## src/combo_seq_pkg.sv

```systemverilog
/*
  Shared constants and carriers of the protection sequencer.
  Assumes a 250 MHz system clock and comparator results that are
  already synchronous to it.
*/
package combo_seq_pkg;

  // ****************************************************************
  // Clock and delays
  // ****************************************************************
  localparam int CLK_MHZ          = 250;
  localparam int CLK_PERIOD_NS    = 1000 / CLK_MHZ;
  localparam int START_DELAY_NS   = 20_000_000;
  localparam int STOP_DELAY_NS    = 5_000_000;
  localparam int REDUNDANT_OVERVOLTAGE_FILTER_NS   = 20_000;
  localparam int BO_OK_DELAY_NS   = 1_000;
  localparam int BO_FAIL_DELAY_NS = 1_000;
  localparam int ABNORMAL_NS      = 1_000;
  localparam int START_CYC  = (START_DELAY_NS + CLK_PERIOD_NS - 1) / CLK_PERIOD_NS;
  localparam int STOP_CYC   = (STOP_DELAY_NS + CLK_PERIOD_NS - 1) / CLK_PERIOD_NS;
  localparam int REDUNDANT_OVERVOLTAGE_CYC   = (REDUNDANT_OVERVOLTAGE_FILTER_NS + CLK_PERIOD_NS - 1) / CLK_PERIOD_NS;
  localparam int BO_OK_CYC  = (BO_OK_DELAY_NS + CLK_PERIOD_NS - 1) / CLK_PERIOD_NS;
  localparam int BO_BAD_CYC = (BO_FAIL_DELAY_NS + CLK_PERIOD_NS - 1) / CLK_PERIOD_NS;
  localparam int ABN_CYC    = (ABNORMAL_NS + CLK_PERIOD_NS - 1) / CLK_PERIOD_NS;

  // Comparator thresholds, applied outside the logic
  localparam int FB_UV_OFF_PCT  = 8;
  localparam int FB_UV_ON_PCT   = 12;
  localparam int REDUNDANT_OVERVOLTAGE_PCT       = 107;
  localparam int BULK_GOOD_PCT  = 95;
  localparam int FF_SOFT_MV     = 1000;
  localparam int FF_LATCH_MV    = 1500;
  localparam int SS_RESET_MV    = 150;
  localparam int REMOTE_OFF_MV  = 3000;
  localparam int REMOTE_ON_MV   = 1000;

  // ****************************************************************
  // Timer slots
  // ****************************************************************
  localparam int TMR_REDUNDANT_OVERVOLTAGE  = 0;
  localparam int TMR_ABN   = 1;
  localparam int TMR_BOK   = 2;
  localparam int TMR_BOF   = 3;
  localparam int TMR_START = 4;
  localparam int TMR_STOP  = 5;
  localparam int TMR_N     = 6;
  localparam int TMR_W     = 32;

  // ****************************************************************
  // Register map and oscillator
  // ****************************************************************
  localparam int          ADDR_W      = 8;
  localparam logic [7:0]  ADDR_CTRL   = 8'h00;
  localparam logic [7:0]  ADDR_RAMP   = 8'h04;
  localparam logic [7:0]  ADDR_STATUS = 8'h08;
  localparam int          RAMP_W      = 16;
  localparam logic [15:0] RAMP_TOP_RST = 16'h0100;
  localparam logic [15:0] DIS_STEP    = 16'h0004;
  localparam logic        SKIP_EN_RST = 1'b0;

  typedef enum logic [1:0] {SEQ_IDLE, SEQ_START, SEQ_RUN, SEQ_STOP}
    seq_t;

  // Comparator results, one bit each
  typedef struct packed {
    logic fb_below_uv;
    logic fb_above_uv_on;
    logic redundant_overvoltage;
    logic ctrl_at_max;
    logic ctrl_below_min;
    logic bulk_above_good;
    logic pg_above;
    logic bo_above;
    logic line_brownout;
    logic ff_soft;
    logic ff_latch;
    logic ss_below_reset;
    logic skip_high;
    logic hs_supply_ok;
    logic remote_above_off;
    logic remote_below_on;
    logic supply_ok;
    logic thermal_shutdown;
  } comp_t;

  // Status word, low bits of the status register
  typedef struct packed {
    logic remote_on;
    logic undervoltage;
    logic latched;
    logic abnormal_off;
    logic bo_ok;
    logic front_end_good;
    logic ss_discharge;
    seq_t seq;
  } stat_t;

endpackage

```

## src/delay_timer.sv

```systemverilog
/*
  Saturating tick counter used for every filter and delay.
  Assumes the limit is steady while the timer runs.
*/
`timescale 1ns/1ps
`default_nettype none

module delay_timer #(
  parameter int W = 32
) (
  // Clock and reset
  input  wire logic         i_clk,
  input  wire logic         i_rst,
  // Control
  input  wire logic         i_run,
  input  wire logic [W-1:0] i_limit,
  // Result
  output logic              o_done
);

  typedef struct packed {
    logic [W-1:0] count;
  } tmr_t;

  tmr_t r_reg;
  tmr_t r_next;

  // Dropping the run level restarts the count from zero
  always_comb begin
    r_next = r_reg;
    if (!i_run) begin
      r_next.count = '0;
    end else if (r_reg.count != i_limit) begin
      r_next.count = r_reg.count + W'(1);
    end
  end

  always_ff @(posedge i_clk) begin
    if (i_rst) begin
      r_reg <= '0;
    end else begin
      r_reg <= r_next;
    end
  end

  assign o_done = i_run && (r_reg.count == i_limit);

endmodule

`default_nettype wire

```

## src/combo_protection_sequencer.sv

```systemverilog
/*
  Protection and sequencing logic of a boost front end and resonant
  half-bridge stage, with a Wishbone classic register slave.
  Assumes all comparator results are synchronous to i_clk.
*/
`timescale 1ns/1ps
`default_nettype none

// Functional notes
// - Feedback below 8% stops the device; above 12% it resumes.
// - Filtered redundant over-voltage latches off both stages.
// - Redundant over-voltage must persist 20 us before latching.
// - Redundant comparator trips at 107% of reference, apart from OVP.
// - After that, resonant stops at once, without the stop delay; both stay latched.
// - Oscillator toggles a phase flop; drives alternate at half rate.
// - Both drives are held off for the whole discharge interval.
// - Discharge starts at ramp top and ends when ramp reaches zero.
// - Ramp forced to zero while resonant enable is low; it keeps running during the stop delay.
// - Power good asserts low after front end good plus 20 ms.
// - Power good released when bulk drops to power good level.
// - Stop delay expiry halts the resonant drives.
// - Brown-out qualified by separate rising and falling delays.
// - Fast fault above 1 V discharges soft start until 150 mV.
// - Fast fault above 1.5 V latches off both stages.
// - Listed fault events trigger soft start discharge, except over-voltage and the 1.5 V latch.
// - Discharge holds until soft start level is below 150 mV.
// - Resonant start waits until soft start discharge has ended.
// - With skip enabled, low skip input suppresses drive pulses.
// - High-side drive inhibited while floating supply is low.
// - Latch clears only on supply, remote or line brown-out recycle.
// - Remote above 3 V stops both at once; below 1 V starts.
module combo_protection_sequencer #(
  parameter int unsigned START_CYCLES = combo_seq_pkg::START_CYC,
  parameter int unsigned STOP_CYCLES  = combo_seq_pkg::STOP_CYC,
  parameter int unsigned REDUNDANT_OVERVOLTAGE_CYCLES  = combo_seq_pkg::REDUNDANT_OVERVOLTAGE_CYC,
  parameter int unsigned BO_OK_CYCLES = combo_seq_pkg::BO_OK_CYC,
  parameter int unsigned BO_BAD_CYCLES = combo_seq_pkg::BO_BAD_CYC,
  parameter int unsigned ABN_CYCLES   = combo_seq_pkg::ABN_CYC
) (
  // Clock and reset
  input  wire logic                i_clk,
  input  wire logic                i_rst,
  // Comparator results
  input  wire combo_seq_pkg::comp_t i_comp,
  // Wishbone classic slave
  input  wire logic                i_wb_cyc,
  input  wire logic                i_wb_stb,
  input  wire logic                i_wb_we,
  input  wire logic [7:0]          i_wb_adr,
  input  wire logic [3:0]          i_wb_sel,
  input  wire logic [31:0]         i_wb_dat,
  output logic                     o_wb_ack,
  output logic [31:0]              o_wb_dat,
  // Stage control
  output logic                     o_front_end_enable,
  output logic                     o_front_end_good,
  output logic                     o_resonant_enable,
  output logic                     o_power_good_low,
  output logic                     o_soft_start_discharge,
  output logic                     o_latched_off,
  // Half-bridge drives
  output logic                     o_low_side_drive,
  output logic                     o_high_side_drive
);

  localparam int RW = combo_seq_pkg::RAMP_W;
  localparam int TW = combo_seq_pkg::TMR_W;

  // ****************************************************************
  // State
  // ****************************************************************
  typedef struct packed {
    combo_seq_pkg::seq_t seq;
    logic          latched;
    logic          abn_off;
    logic          uv;
    logic          remote_on;
    logic          bo_ok;
    logic          fe_run;
    logic          fe_good;
    logic          pg_low;
    logic          ss_dis;
    logic          res_en;
    logic [RW-1:0] ramp;
    logic          discharging;
    logic          phase;
    logic          low;
    logic          high;
    logic          skip_en;
    logic [RW-1:0] ramp_top;
    logic          ack;
    logic [31:0]   dat;
  } top_t;

  top_t r_reg;
  top_t r_next;

  combo_seq_pkg::comp_t c;
  assign c = i_comp;

  // ****************************************************************
  // Delay timers
  // ****************************************************************
  localparam logic [TW-1:0] LIMITS [combo_seq_pkg::TMR_N] = '{
    TW'(REDUNDANT_OVERVOLTAGE_CYCLES), TW'(ABN_CYCLES), TW'(BO_OK_CYCLES),
    TW'(BO_BAD_CYCLES), TW'(START_CYCLES), TW'(STOP_CYCLES)
  };

  logic [combo_seq_pkg::TMR_N-1:0] t_run;
  logic [combo_seq_pkg::TMR_N-1:0] t_done;

  // Comparator at 107%, separate from the regular limit, so
  // the filter sees only this bit
  assign t_run[combo_seq_pkg::TMR_REDUNDANT_OVERVOLTAGE] = c.redundant_overvoltage;
  // Persistence counts only while the front end is actually running
  assign t_run[combo_seq_pkg::TMR_ABN] = r_reg.fe_run &&
    (c.ctrl_at_max || c.ctrl_below_min);
  assign t_run[combo_seq_pkg::TMR_BOK] = c.bo_above && !r_reg.bo_ok;
  assign t_run[combo_seq_pkg::TMR_BOF] = !c.bo_above && r_reg.bo_ok;
  assign t_run[combo_seq_pkg::TMR_START] =
    (r_reg.seq == combo_seq_pkg::SEQ_START);
  assign t_run[combo_seq_pkg::TMR_STOP] =
    (r_reg.seq == combo_seq_pkg::SEQ_STOP);

  genvar gi;
  generate
    for (gi = 0; gi < combo_seq_pkg::TMR_N; gi++) begin : g_tmr
      delay_timer #(
        .W       (TW)
      ) u_tmr (
        .i_clk   (i_clk),
        .i_rst   (i_rst),
        .i_run   (t_run[gi]),
        .i_limit (LIMITS[gi]),
        .o_done  (t_done[gi])
      );
    end
  endgenerate

  // ****************************************************************
  // Register access helpers
  // ****************************************************************
  function automatic logic [31:0] merge(input logic [31:0] old_v,
                                        input logic [31:0] new_v,
                                        input logic [3:0]  sel);
    logic [31:0] m;
    m = old_v;
    for (int b = 0; b < 4; b++) begin
      if (sel[b]) begin
        m[8*b +: 8] = new_v[8*b +: 8];
      end
    end
    return m;
  endfunction

  function automatic logic [31:0] read_word(input top_t s,
                                            input logic [7:0] adr);
    combo_seq_pkg::stat_t st;
    st = '{s.remote_on, s.uv, s.latched, s.abn_off, s.bo_ok,
           s.fe_good, s.ss_dis, s.seq};
    case (adr)
      combo_seq_pkg::ADDR_CTRL:   read_word = 32'(s.skip_en);
      combo_seq_pkg::ADDR_RAMP:   read_word = 32'(s.ramp_top);
      combo_seq_pkg::ADDR_STATUS: read_word = 32'(st);
      default:                    read_word = 32'h0000_0000;
    endcase
  endfunction

  // ****************************************************************
  // Next state
  // ****************************************************************
  logic stop_exp;
  logic res_kill;
  logic recycle;
  logic latch_set;
  logic ss_trig;
  logic pulse_ok;
  logic wr;
  logic [31:0] wword;

  always_comb begin
    r_next    = r_reg;
    stop_exp  = 1'b0;
    res_kill  = 1'b0;
    recycle   = 1'b0;
    latch_set = 1'b0;
    ss_trig   = 1'b0;
    pulse_ok  = 1'b0;
    wr        = 1'b0;
    wword     = 32'h0000_0000;

    // Remote hysteresis: above the off level wins
    if (c.remote_above_off) begin
      r_next.remote_on = 1'b0;
    end else if (c.remote_below_on) begin
      r_next.remote_on = 1'b1;
    end

    // Open-loop protection with hysteresis
    r_next.uv = c.fb_below_uv || (r_reg.uv && !c.fb_above_uv_on);

    if (t_done[combo_seq_pkg::TMR_BOK]) begin
      r_next.bo_ok = 1'b1;
    end else if (t_done[combo_seq_pkg::TMR_BOF]) begin
      r_next.bo_ok = 1'b0;
    end

    // Latched state lags one cycle in the kill terms on purpose,
    // so the sequence logic never loops through the latch
    res_kill = !c.supply_ok || c.thermal_shutdown ||
               !r_next.remote_on || r_reg.latched ||
               !r_reg.bo_ok;

    r_next.fe_run = c.supply_ok && !c.thermal_shutdown &&
                    r_next.remote_on && !c.line_brownout &&
                    !r_next.uv && !r_reg.latched &&
                    !r_reg.abn_off;
    // Good drops with any front-end fault
    r_next.fe_good = r_next.fe_run &&
                     (r_reg.fe_good || c.bulk_above_good);

    case (r_reg.seq)
      combo_seq_pkg::SEQ_IDLE: begin
        if (r_next.fe_good && !res_kill) begin
          r_next.seq = combo_seq_pkg::SEQ_START;
        end
      end
      combo_seq_pkg::SEQ_START: begin
        if (!r_next.fe_good || res_kill) begin
          r_next.seq = combo_seq_pkg::SEQ_IDLE;
        end else if (t_done[combo_seq_pkg::TMR_START] && !r_reg.ss_dis) begin
          // Waits for a finished discharge so each start is fresh
          r_next.seq    = combo_seq_pkg::SEQ_RUN;
          r_next.pg_low = 1'b1;
        end
      end
      combo_seq_pkg::SEQ_RUN: begin
        if (res_kill) begin
          r_next.seq    = combo_seq_pkg::SEQ_IDLE;
          r_next.pg_low = 1'b0;
        end else if (!r_next.fe_good || !c.pg_above) begin
          r_next.seq    = combo_seq_pkg::SEQ_STOP;
          r_next.pg_low = 1'b0;
        end
      end
      combo_seq_pkg::SEQ_STOP: begin
        if (res_kill) begin
          r_next.seq = combo_seq_pkg::SEQ_IDLE;
        end else if (t_done[combo_seq_pkg::TMR_STOP]) begin
          r_next.seq = combo_seq_pkg::SEQ_IDLE;
          stop_exp   = 1'b1;
        end
      end
      default: begin
        r_next.seq    = combo_seq_pkg::SEQ_IDLE;
        r_next.pg_low = 1'b0;
      end
    endcase

    // Latch handling; a set in the same cycle as a recycle wins
    recycle   = !c.supply_ok || !r_next.remote_on ||
                c.line_brownout;
    latch_set = t_done[combo_seq_pkg::TMR_REDUNDANT_OVERVOLTAGE] ||
                c.ff_latch ||
                (r_reg.abn_off && stop_exp);
    r_next.latched = latch_set || (r_reg.latched && !recycle);
    r_next.abn_off = t_done[combo_seq_pkg::TMR_ABN] ||
                     (r_reg.abn_off && !recycle);

    // Soft start discharge
    ss_trig = !r_reg.bo_ok || stop_exp || c.ff_soft ||
              !c.supply_ok || r_next.uv || !r_next.remote_on ||
              c.thermal_shutdown;
    r_next.ss_dis = ss_trig ||
                    (r_reg.ss_dis && !c.ss_below_reset);

    r_next.res_en = (r_next.seq == combo_seq_pkg::SEQ_RUN) ||
                    (r_next.seq == combo_seq_pkg::SEQ_STOP);

    // Oscillator: ramp up one step a tick, discharge by DIS_STEP
    if (!r_next.res_en) begin
      r_next.ramp        = '0;
      r_next.discharging = 1'b0;
      r_next.phase       = 1'b0;
    end else if (r_reg.discharging) begin
      if (r_reg.ramp <= combo_seq_pkg::DIS_STEP) begin
        r_next.ramp        = '0;
        r_next.discharging = 1'b0;
      end else begin
        r_next.ramp = r_reg.ramp - combo_seq_pkg::DIS_STEP;
      end
    end else if (r_reg.ramp >= r_reg.ramp_top) begin
      r_next.discharging = 1'b1;
      r_next.phase       = !r_reg.phase;
    end else begin
      r_next.ramp = r_reg.ramp + RW'(1);
    end

    pulse_ok = r_next.res_en && !r_next.discharging &&
               !(r_reg.skip_en && !c.skip_high);
    r_next.low  = pulse_ok && !r_next.phase;
    r_next.high = pulse_ok && r_next.phase &&
                  c.hs_supply_ok;

    // Bus: ack one cycle after the strobe, write at the ack edge
    r_next.ack = i_wb_cyc && i_wb_stb && !r_reg.ack;
    r_next.dat = r_next.ack ? read_word(r_reg, i_wb_adr) : 32'h0000_0000;
    wr = i_wb_cyc && i_wb_stb && i_wb_we && r_reg.ack;
    // A function result cannot be indexed, so the merged word is kept
    if (wr && i_wb_adr == combo_seq_pkg::ADDR_CTRL) begin
      wword          = merge(32'(r_reg.skip_en), i_wb_dat, i_wb_sel);
      r_next.skip_en = wword[0];
    end
    if (wr && i_wb_adr == combo_seq_pkg::ADDR_RAMP) begin
      wword           = merge(32'(r_reg.ramp_top), i_wb_dat, i_wb_sel);
      r_next.ramp_top = wword[RW-1:0];
    end
  end

  // ****************************************************************
  // Registers
  // ****************************************************************
  always_ff @(posedge i_clk) begin
    if (i_rst) begin
      r_reg          <= '0;
      r_reg.seq      <= combo_seq_pkg::SEQ_IDLE;
      r_reg.ss_dis   <= 1'b1;
      r_reg.skip_en  <= combo_seq_pkg::SKIP_EN_RST;
      r_reg.ramp_top <= combo_seq_pkg::RAMP_TOP_RST;
    end else begin
      r_reg <= r_next;
    end
  end

  assign o_wb_ack               = r_reg.ack;
  assign o_wb_dat               = r_reg.dat;
  assign o_front_end_enable     = r_reg.fe_run;
  assign o_front_end_good       = r_reg.fe_good;
  assign o_resonant_enable      = r_reg.res_en;
  assign o_power_good_low       = r_reg.pg_low;
  assign o_soft_start_discharge = r_reg.ss_dis;
  assign o_latched_off          = r_reg.latched;
  assign o_low_side_drive       = r_reg.low;
  assign o_high_side_drive      = r_reg.high;

endmodule

`default_nettype wire

```

## config.mk

```make
export PLATFORM = sky130hd
export DESIGN_NAME = combo_protection_sequencer
export DESIGN_NICKNAME = d
export VERILOG_FILES = /design/src/combo_seq_pkg.sv /design/src/delay_timer.sv /design/src/combo_protection_sequencer.sv
export SDC_FILE = /design/constraint.sdc
export NUM_CORES = 1
export LEC_CHECK = 0
export BUFFER_PORTS_ARGS = -buffer_cell sky130_fd_sc_hd__clkbuf_2
export CAP_MARGIN = 5
export CELL_PAD_IN_SITES_DETAIL_PLACEMENT = 1
export CELL_PAD_IN_SITES_GLOBAL_PLACEMENT = 1
export CORE_MARGIN = 3
export CORE_UTILIZATION = 40
export DETAILED_ROUTE_END_ITERATION = 10
export PLACE_DENSITY_LB_ADDON = 0.1
export REMOVE_ABC_BUFFERS = 1
export SLEW_MARGIN = 20
export SYNTH_ARGS = -nofsm -noshare
export SYNTH_HDL_FRONTEND = slang
export SYNTH_SLANG_ARGS = --single-unit
export TNS_END_PERCENT = 1
```

## constraint.sdc

```tcl
create_clock -name i_clk -period 3.6 [get_ports i_clk]
set_input_delay 0.36 -clock i_clk [delete_from_list [all_inputs] [get_ports i_clk]]
set_output_delay 0.36 -clock i_clk [all_outputs]
set_load 0.02 [all_outputs]
```

== Yosys cells after proc, flatten, opt, wreduce, memory -nomap -nowiden ==
Cells that the tools add are included.

* Shift operators: 0
* Equality and inequality tests: 23
* Reductions and logical operators: 96
* $lt $le $gt $ge: 2
* Multiplexer cells: 28
* Divide/modulo/power cells: 0
* Multipliers: 0
* Bitwise operators: 8
* Add/subtract/negate cells: 8

{| class="wikitable"
|+ Operators with widths
! cell !! count
|-
| $add A32 B1 Y32 const B || 6
|-
| $eq A32 B8 Y1 const B || 3
|-
| $ne A32 B8 Y1 const B || 3
|-
| $pmux W16 S3 || 1
|-
| $logic_and A1 B1 Y1 || 35
|-
| $eq A32 B13 Y1 const B || 1
|-
| $eq A32 B21 Y1 const B || 1
|-
| $eq A32 B23 Y1 const B || 1
|-
| $mux W16 || 2
|-
| $ne A32 B13 Y1 const B || 1
|-
| $ne A32 B21 Y1 const B || 1
|-
| $ne A32 B23 Y1 const B || 1
|-
| $logic_or A1 B1 Y1 || 23
|-
| $logic_not A1 Y1 || 22
|-
| $mux W2 || 9
|-
| $mux W17 || 1
|-
| $add A16 B1 Y16 const B || 1
|-
| $ge A16 B16 Y1 || 1
|-
| $le A16 B3 Y1 const B || 1
|-
| $reduce_or A2 Y1 || 8
|-
| $sub A16 B3 Y16 const B || 1
|-
| $mux W1 || 13
|-
| $eq A2 B2 Y1 const B || 4
|-
| $eq A8 B3 Y1 const B || 1
|-
| other kinds (12) || 24
|}

* Bits in latches: 0
* Bits in writable memories: 0
* Output and inout port bits: 41
* ROM bits: 0
* Flip-flop bits (word level): 274
* Memories kept: 0
* Input port bits: 67
* Word-level logic and storage cells: 192

== Depth between registers and ports, before layout ==
Gate-level depths: netlist of the first run.

* Depth in word-level cells: 21
* Mapped depth: 12
* Gate-level depth less buffers: 10

== Modules after synthesis ==
Synthesis of the first run repeated with hierarchy kept, for this count alone.

* Cell total of the unflattened synthesis: 1,900
* Area, all modules: 16,612.2 µm²

{| class="wikitable"
|+ Modules (own cells, without submodules)
! module !! area an instance (µm²) !! cells an instance !! seq. area each (µm²) !! times used
|-
| delay_timer || 2,128.3 || 239 || 640.6 || 6
|-
| combo_protection_sequencer || 3,842.4 || 466 || 1,321.3 || 1
|}

== Worst setup path before layout of the first run ==
Ideal clock, no wire load.

* Path type: reg-to-reg
* Start: register r_reg[34] (netlist bit)
* End: register r_reg[68] (netlist bit)
* Arrival: 2.346 ns
* Setup slack: 1.180 ns
* Cell stages (with the launch flop): 11
* Clock period less this slack: 2.420 ns
* Cells stage by stage: dfxtp_1 > inv_1 > ha_1 > nor2b_1 > o211a_1 > o311ai_0 > and3_1 > clkbuf_1 > nor2_1 > or3_1 > a31oi_1

* Cells in the longest elaborated chain, start to end: 2

{| class="wikitable"
|+ RTL lines
! element !! line !! text
|-
| from (decl) || combo_protection_sequencer.sv:95 || <nowiki>top_t r_reg;</nowiki>
|-
| from (signal assigned) || combo_protection_sequencer.sv:331 || <nowiki>r_reg <= r_next;</nowiki>
|-
| $ge A16 B16 Y1 || combo_protection_sequencer.sv:292 || <nowiki>end else if (r_reg.ramp >= r_reg.ramp_top) begin</nowiki>
|-
| $ne A2 B2 Y1 (no line) || - ||
|}

No other way between the ends.
A chain may end at the register's enable or synchronous reset.

== Final worst setup path of the first run ==
* Start: register r_reg[34] (netlist bit)
* End: register r_reg[58] (netlist bit)

Same word-level chain as after synthesis.

==> metrics, run 1 <==
post-route insts no fill=1946; final critical-path share of the clock period=81.3%; post-synth top area share=41.9%; asr flop ratio synth=0%; max FFs per register=192; setup bufs post-CTS=0; total grt overflow=0; Multi-input gate area=6590 um^2; die outline height=182 um; Max-slew headroom=35.0%; HPWL Detailed=22.4 mm; flops & latches, synth=258; first-pass GRT wire length=52.8 mm; worst path cell trace=inv_1 -> ha_1 -> nor2b_1 -> o211a_1 -> o311ai_0 -> nand3_1 -> nor2_1 -> a31oi_1 -> a211oi_1; leakage power total=4.92 nW; Worst Path Required=4.06 ns; Area Growth Syn to Fin=13.2%; FF/Latch Area=5160 um^2; status=finished clean; vias per cell=5.30; filler cell count=3614; Avg WL per Cell=16.1 um; TritonCTS clock tree=yes; slowest stage delay, CP=0.55 ns; drt drc=0; Final ANT Viol Nets=0; Data arrival, critical path=3.39 ns; cts-stage hold buffer count=0; Comb pwr share=1.7%; Worst path slowest cell=nor2_1; Mapped Area=12300 um^2; full die area=33000 um^2; CTS buffer count=30; initial antenna violation count=1; routability congestion estimate from global placement=0.825; Sw Share=20.9%; total number of vias=10318; Pwr Density=436 nW/um^2; warnings from Yosys=0; Max H-tree Level=1; Sw Pwr=1.27 mW; synthesized instance count=1471; clk_lat worst skew=0.55 ns; core area=30000 um^2; Synth cell types=65; Worst setup SP type=flip-flop; top post-synthesis cells by area=dfxtp_1 (42%), xor2_1 (8.1%), nor2_1 (7.9%), nand3_1 (3.5%), ha_1 (3.3%); row count=63; nets@finish=1634; ant diodes=0; worst-margin pin slew=0.967 ns; Clock power frac=51.2%; post_cts resized=0; initial DRC count=401; Num Clock Sinks=258; share of cells above drive strength 1=9.64%; die width=182 um; min-delay worst type=in2reg; Final Skew=0.00788 ns; RSZ-0062 raised after global routing=no; IO Pins=108; EDFF count, synth=0; minimum clock period=2.93 ns; Final setup viols=0; Top FF cell, synth=dfxtp_1; setup_tns=0 ns; Max Fclk=0.342 GHz; clk buf depth=3; fin. max-slew vios=0; Detailed Route WL=31.2 mm; total global routing track utilization=18.8%; Max Cap Viol=0; peak supply drop=0.000329 V; largest area contributor in the netlist=dfxtp_1; Mean Syn Cell Area=8.38 um^2; Seq pwr share=47.2%; root buf cell=clkbuf_16; 1st-pass router iterations=4; Starting Density=41.1%; vias in the first global route=10409; I/O Buffers=73; CP endpoint kind=flip-flop; Clock transition at path regs=0.06 ns; kind of critical path=reg2reg; Final Hold Vio Count=0; worst-path maximum fanout=11; pin count of the biggest net entering global routing=34; post-placement cell count=1892; Seq/Total Area, Yosys=41.9%; cell-internal power=4.81 mW; most frequent cells after synthesis=dfxtp_1 (258), nor2_1 (258), xor2_1 (114)
[layout by cell type, fill, tap and decap left out, types with 32 or more instances in the layout]
cell | netlist | layout
nor2_1 | 258 | 258
dfxtp_1 | 258 | 258
xor2_1 | 114 | 114
nand2_1 | 108 | 108
nand3_1 | 87 | 87
clkbuf_2 | 0 | 73
inv_1 | 60 | 60
nand4_1 | 50 | 50
xnor2_1 | 47 | 47
and3_1 | 46 | 46
a21oi_1 | 46 | 46
o21ai_0 | 38 | 38
ha_1 | 33 | 33
nor3_1 | 32 | 32
[cells by family (layout without fill, tap and decap cells)]
| logic type | Yosys count | in the layout | synth area share, % |
|---|---|---|---|
| buffers and inverters | 133 | 203 | 5.18 |
| and+or+nand+nor | 723 | 723 | 29.2 |
| xor gates and xnor gates | 161 | 161 | 11.4 |
| muxes | 22 | 22 | 1.79 |
| adders and majority gates | 33 | 33 | 3.35 |
| DFF | 258 | 258 | 41.9 |
| other | 1 | 16 | 0.0304 |
| AOI/OAI and AO/OA | 140 | 140 | 7.08 |
[area by class of cell]
type	count	area share [%]
flip-flops and latches	258	37.0
multi-input cells	1095	47.2
clock buffers	43	6.10
well taps	390	3.50
clock inverters	11	1.11
repair buffers	88	3.43
inverters	61	1.65
[layer usage]
layer | global-route usage (%) | part of all wire (%) | vias to the layer above
met3 | 2.38 | 3.6 | 46
li1 | - | - | 5162
met4 | 4.42 | 2.2 | 2
met5 | 0 | 0.042 | -
met1 | 26.1 | 48 | 4965
met2 | 31.1 | 46 | 143
[metrics by stage]
stage	area, um^2	utilization (%)	hold WS (ns)	worst slack, ns	total power [mW]
5_1_grt	14000	46.5	0.0522	0.490	6.30
2_1_floorplan	12000	-	0.429	1.06	2.97
4_1_cts	14000	46.5	0.0319	0.702	6.17
6_report	14000	46.5	0.0485	0.675	6.08
3_5_place_dp	12900	43.1	0.491	0.731	3.03
3_3_place_gp	12900	43.1	0.467	0.792	3.03
[worst paths after layout]
| check | startpoint | end | slack, ns | depth (start not counted) |
|---|---|---|---|---|
| max | r_reg[34] | r_reg[58] | 0.67 | 9 |
| min reg2reg | r_reg[47] | o_wb_dat[14] | 0.50 | 1 |
| min | i_wb_dat[15] | r_reg[48] | 0.05 | 3 |
| max reg2reg | r_reg[34] | r_reg[58] | 0.67 | 9 |
[critical path, delay by kind of cell, from the launching register on]
kind | cells | cell delay [ns]
fa+ha+maj | 1 | 0.31
simple gates | 3 | 1.16
flops | 1 | 0.36
compound gates | 4 | 0.97
buf+inv | 1 | 0.06
[power by group through the flow]
stage	logic, mW	clock network, mW	registers (mW)
floorplan	0.0419	0	2.93
global placement	0.100	0	2.93
detailed placement	0.101	0	2.93
CTS	0.102	3.20	2.87
global route	0.110	3.33	2.86
finish	0.101	3.11	2.87
Power figures use the tool's default switching activity.
==> run 2, diff against run 1 <==
==> constraint.sdc (replaced) <==
create_clock -name i_clk -period 3 [get_ports i_clk]
set_input_delay 0.3 -clock i_clk [delete_from_list [all_inputs] [get_ports i_clk]]
set_output_delay 0.3 -clock i_clk [all_outputs]
set_load 0.02 [all_outputs]
==> run 2 against run 1 <==
Against the previous run:
- register-to-register slack worse by 0.49 ns
- hold slack worse by 0.022 ns
- sequential share of layout area shrank 0.52 points
- core utilization increased by 0.66 points
- largest cell class unchanged
- highest routed layer unchanged
==> metrics, run 2 (synthesized netlist as in run 1, its figures left out) <==
launch point of the worst path=g_tmr[4].u_tmr.r_reg[15]; total number of vias=10391 (+0.71%); die outline height=182 um (unchanged); nets@finish=1663 (+1.8%); status=finished clean; HPWL Detailed=22.8 mm (+1.9%); Final setup viols=0 (unchanged); post-route insts no fill=1974 (+1.4%); core area=30000 um^2 (unchanged); clk_lat worst skew=0.54 ns (about the same); first-pass GRT wire length=51.9 mm (-1.6%); CP endpoint kind=flip-flop; root buf cell=clkbuf_16; most frequent cells in the layout=nor2_1 (258), dfxtp_1 (258), xor2_1 (114); Pwr Density=501 nW/um^2 (+15%); drt drc=0 (unchanged); max FFs per register=192 (unchanged); Detailed Route WL=31.3 mm (about the same); share of cells above drive strength 1=10.8% (+1.2 points); Reg2Reg Setup Slack=0.19 ns (-0.49 ns); Area Growth Syn to Fin=14.8%; final critical-path share of the clock period=93.7% (+12 points); worst setup margin=0.188 ns (-0.487 ns); setup_tns=0 ns (unchanged); total global routing track utilization=18.5% (-0.29 points); vias per cell=5.26 (-0.72%); Avg WL per Cell=15.8 um (-1.3%); min-delay worst type=in2reg; vias in the first global route=10400 (-0.086%); Final Skew=0.0174 ns (+0.00948 ns); total grt overflow=0 (unchanged); 1st-pass router iterations=4 (unchanged); worst-margin pin slew=0.702 ns (-0.265 ns); R2R cell count=8 (-1); Clock transition at path regs=0.05 ns (about the same); pin count of the biggest net entering global routing=34 (unchanged); clk buf depth=3 (unchanged); Min-Delay Startpoint=i_comp[4]; Worst Path Required=3.47 ns (-0.59 ns); Max Fclk=0.356 GHz (+4.0%); row count=63 (unchanged); leakage power total=5.02 nW (+2.1%); kind of critical path=reg2reg; setup bufs post-CTS=0 (unchanged); launching point of the worst reg2reg path=g_tmr[4].u_tmr.r_reg[15]; die width=182 um (unchanged); ant diodes=0 (unchanged); minimum clock period=2.81 ns (-0.113 ns); CTS buffer count=29 (-3.3%); initial DRC count=386 (-3.7%); Max H-tree Level=1 (unchanged); Hold Path End=o_high_side_drive; fin. max-slew vios=0 (unchanged); I/O Buffers=73 (unchanged); initial antenna violation count=1 (unchanged); Final Hold Vio Count=0 (unchanged); Starting Density=41.1% (unchanged); Max-slew headroom=53.1% (+18 points); IO Pins=108 (unchanged); Worst setup SP type=flip-flop; Final ANT Viol Nets=0 (unchanged); worst-path maximum fanout=6 (-5); RSZ-0062 raised after global routing=no; dpl ws=0.219 ns (-0.512 ns); Data arrival, critical path=3.28 ns (-0.11 ns); Worst Hold Path Cells=2 (-1); peak supply drop=0.000409 V (+25%); post-placement cell count=1913 (+1.1%); TritonCTS clock tree=yes; routability congestion estimate from global placement=0.801 (-3.0%); FF-to-FF End=o_high_side_drive; Num Clock Sinks=258 (unchanged); full die area=33000 um^2 (unchanged); Max Cap Viol=0 (unchanged)
[run 2: worst max path at each step]
stage / endpoint / slack, ns / cells after the start
after floorplan: r_reg[42] / 0.52 / 6
after global placement: o_high_side_drive / 0.27 / 8
after detailed placement: o_high_side_drive / 0.22 / 8
after CTS: o_high_side_drive / 0.20 / 8
after global routing: o_low_side_drive / 0.03 / 8
final: o_high_side_drive / 0.19 / 8
[run 2: final cells by class]
cell class              instances  area [um^2]
fillers                      3617        15900
multi-input cells            1095         6590
flip-flops and latches        258         5160
clock buffers                  44          852
repair buffers                118          726
well taps                     390          488
inverters                      61          230
clock inverters                 8         97.6
[run 2: power by group]
group          switching, mW  internal, mW
registers            0.00572          3.43
logic                 0.0858        0.0490
clock network           1.40          2.12
[run 2: stage by stage]
stage          cell area [um^2]  hold slack, ns  util [%]  total power [mW]
5_1_grt                   14200          0.0258      47.1              7.38
2_1_floorplan             12000           0.369         -              3.56
3_3_place_gp              13100           0.467      43.6              3.64
3_5_place_dp              13100           0.490      43.6              3.64
4_1_cts                   14100         0.00692      47.1              7.19
6_report                  14200          0.0260      47.1              7.09
[run 2: per-layer routing]
layer / global-route usage [%] / vias up / part of all wire [%]
li1: - / 5226 / -
met4: 4.88 / 2 / 2.7
met3: 2.74 / 53 / 3.4
met1: 25.8 / 4984 / 49
met5: 0 / - / 0.054
met2: 29.9 / 126 / 45
[run 2: repair_timing]
item                                    4_1_cts  5_1_grt
hold endpoints to repair                      9        0
gates resized for setup                       0        1
endpoints found under the setup margin        0        2
hold buffers                                  9        0
[run 2: worst max-delay path, stage by stage, from the launching register on]
cell and delay, ns:
dfxtp_1 0.36, nor4_2 0.34, nand2_1 0.14, or4_4 0.56, o31a_1 0.33, or2_4 0.30
buf_4 0.18, a2111oi_2 0.31, and4_1 0.24
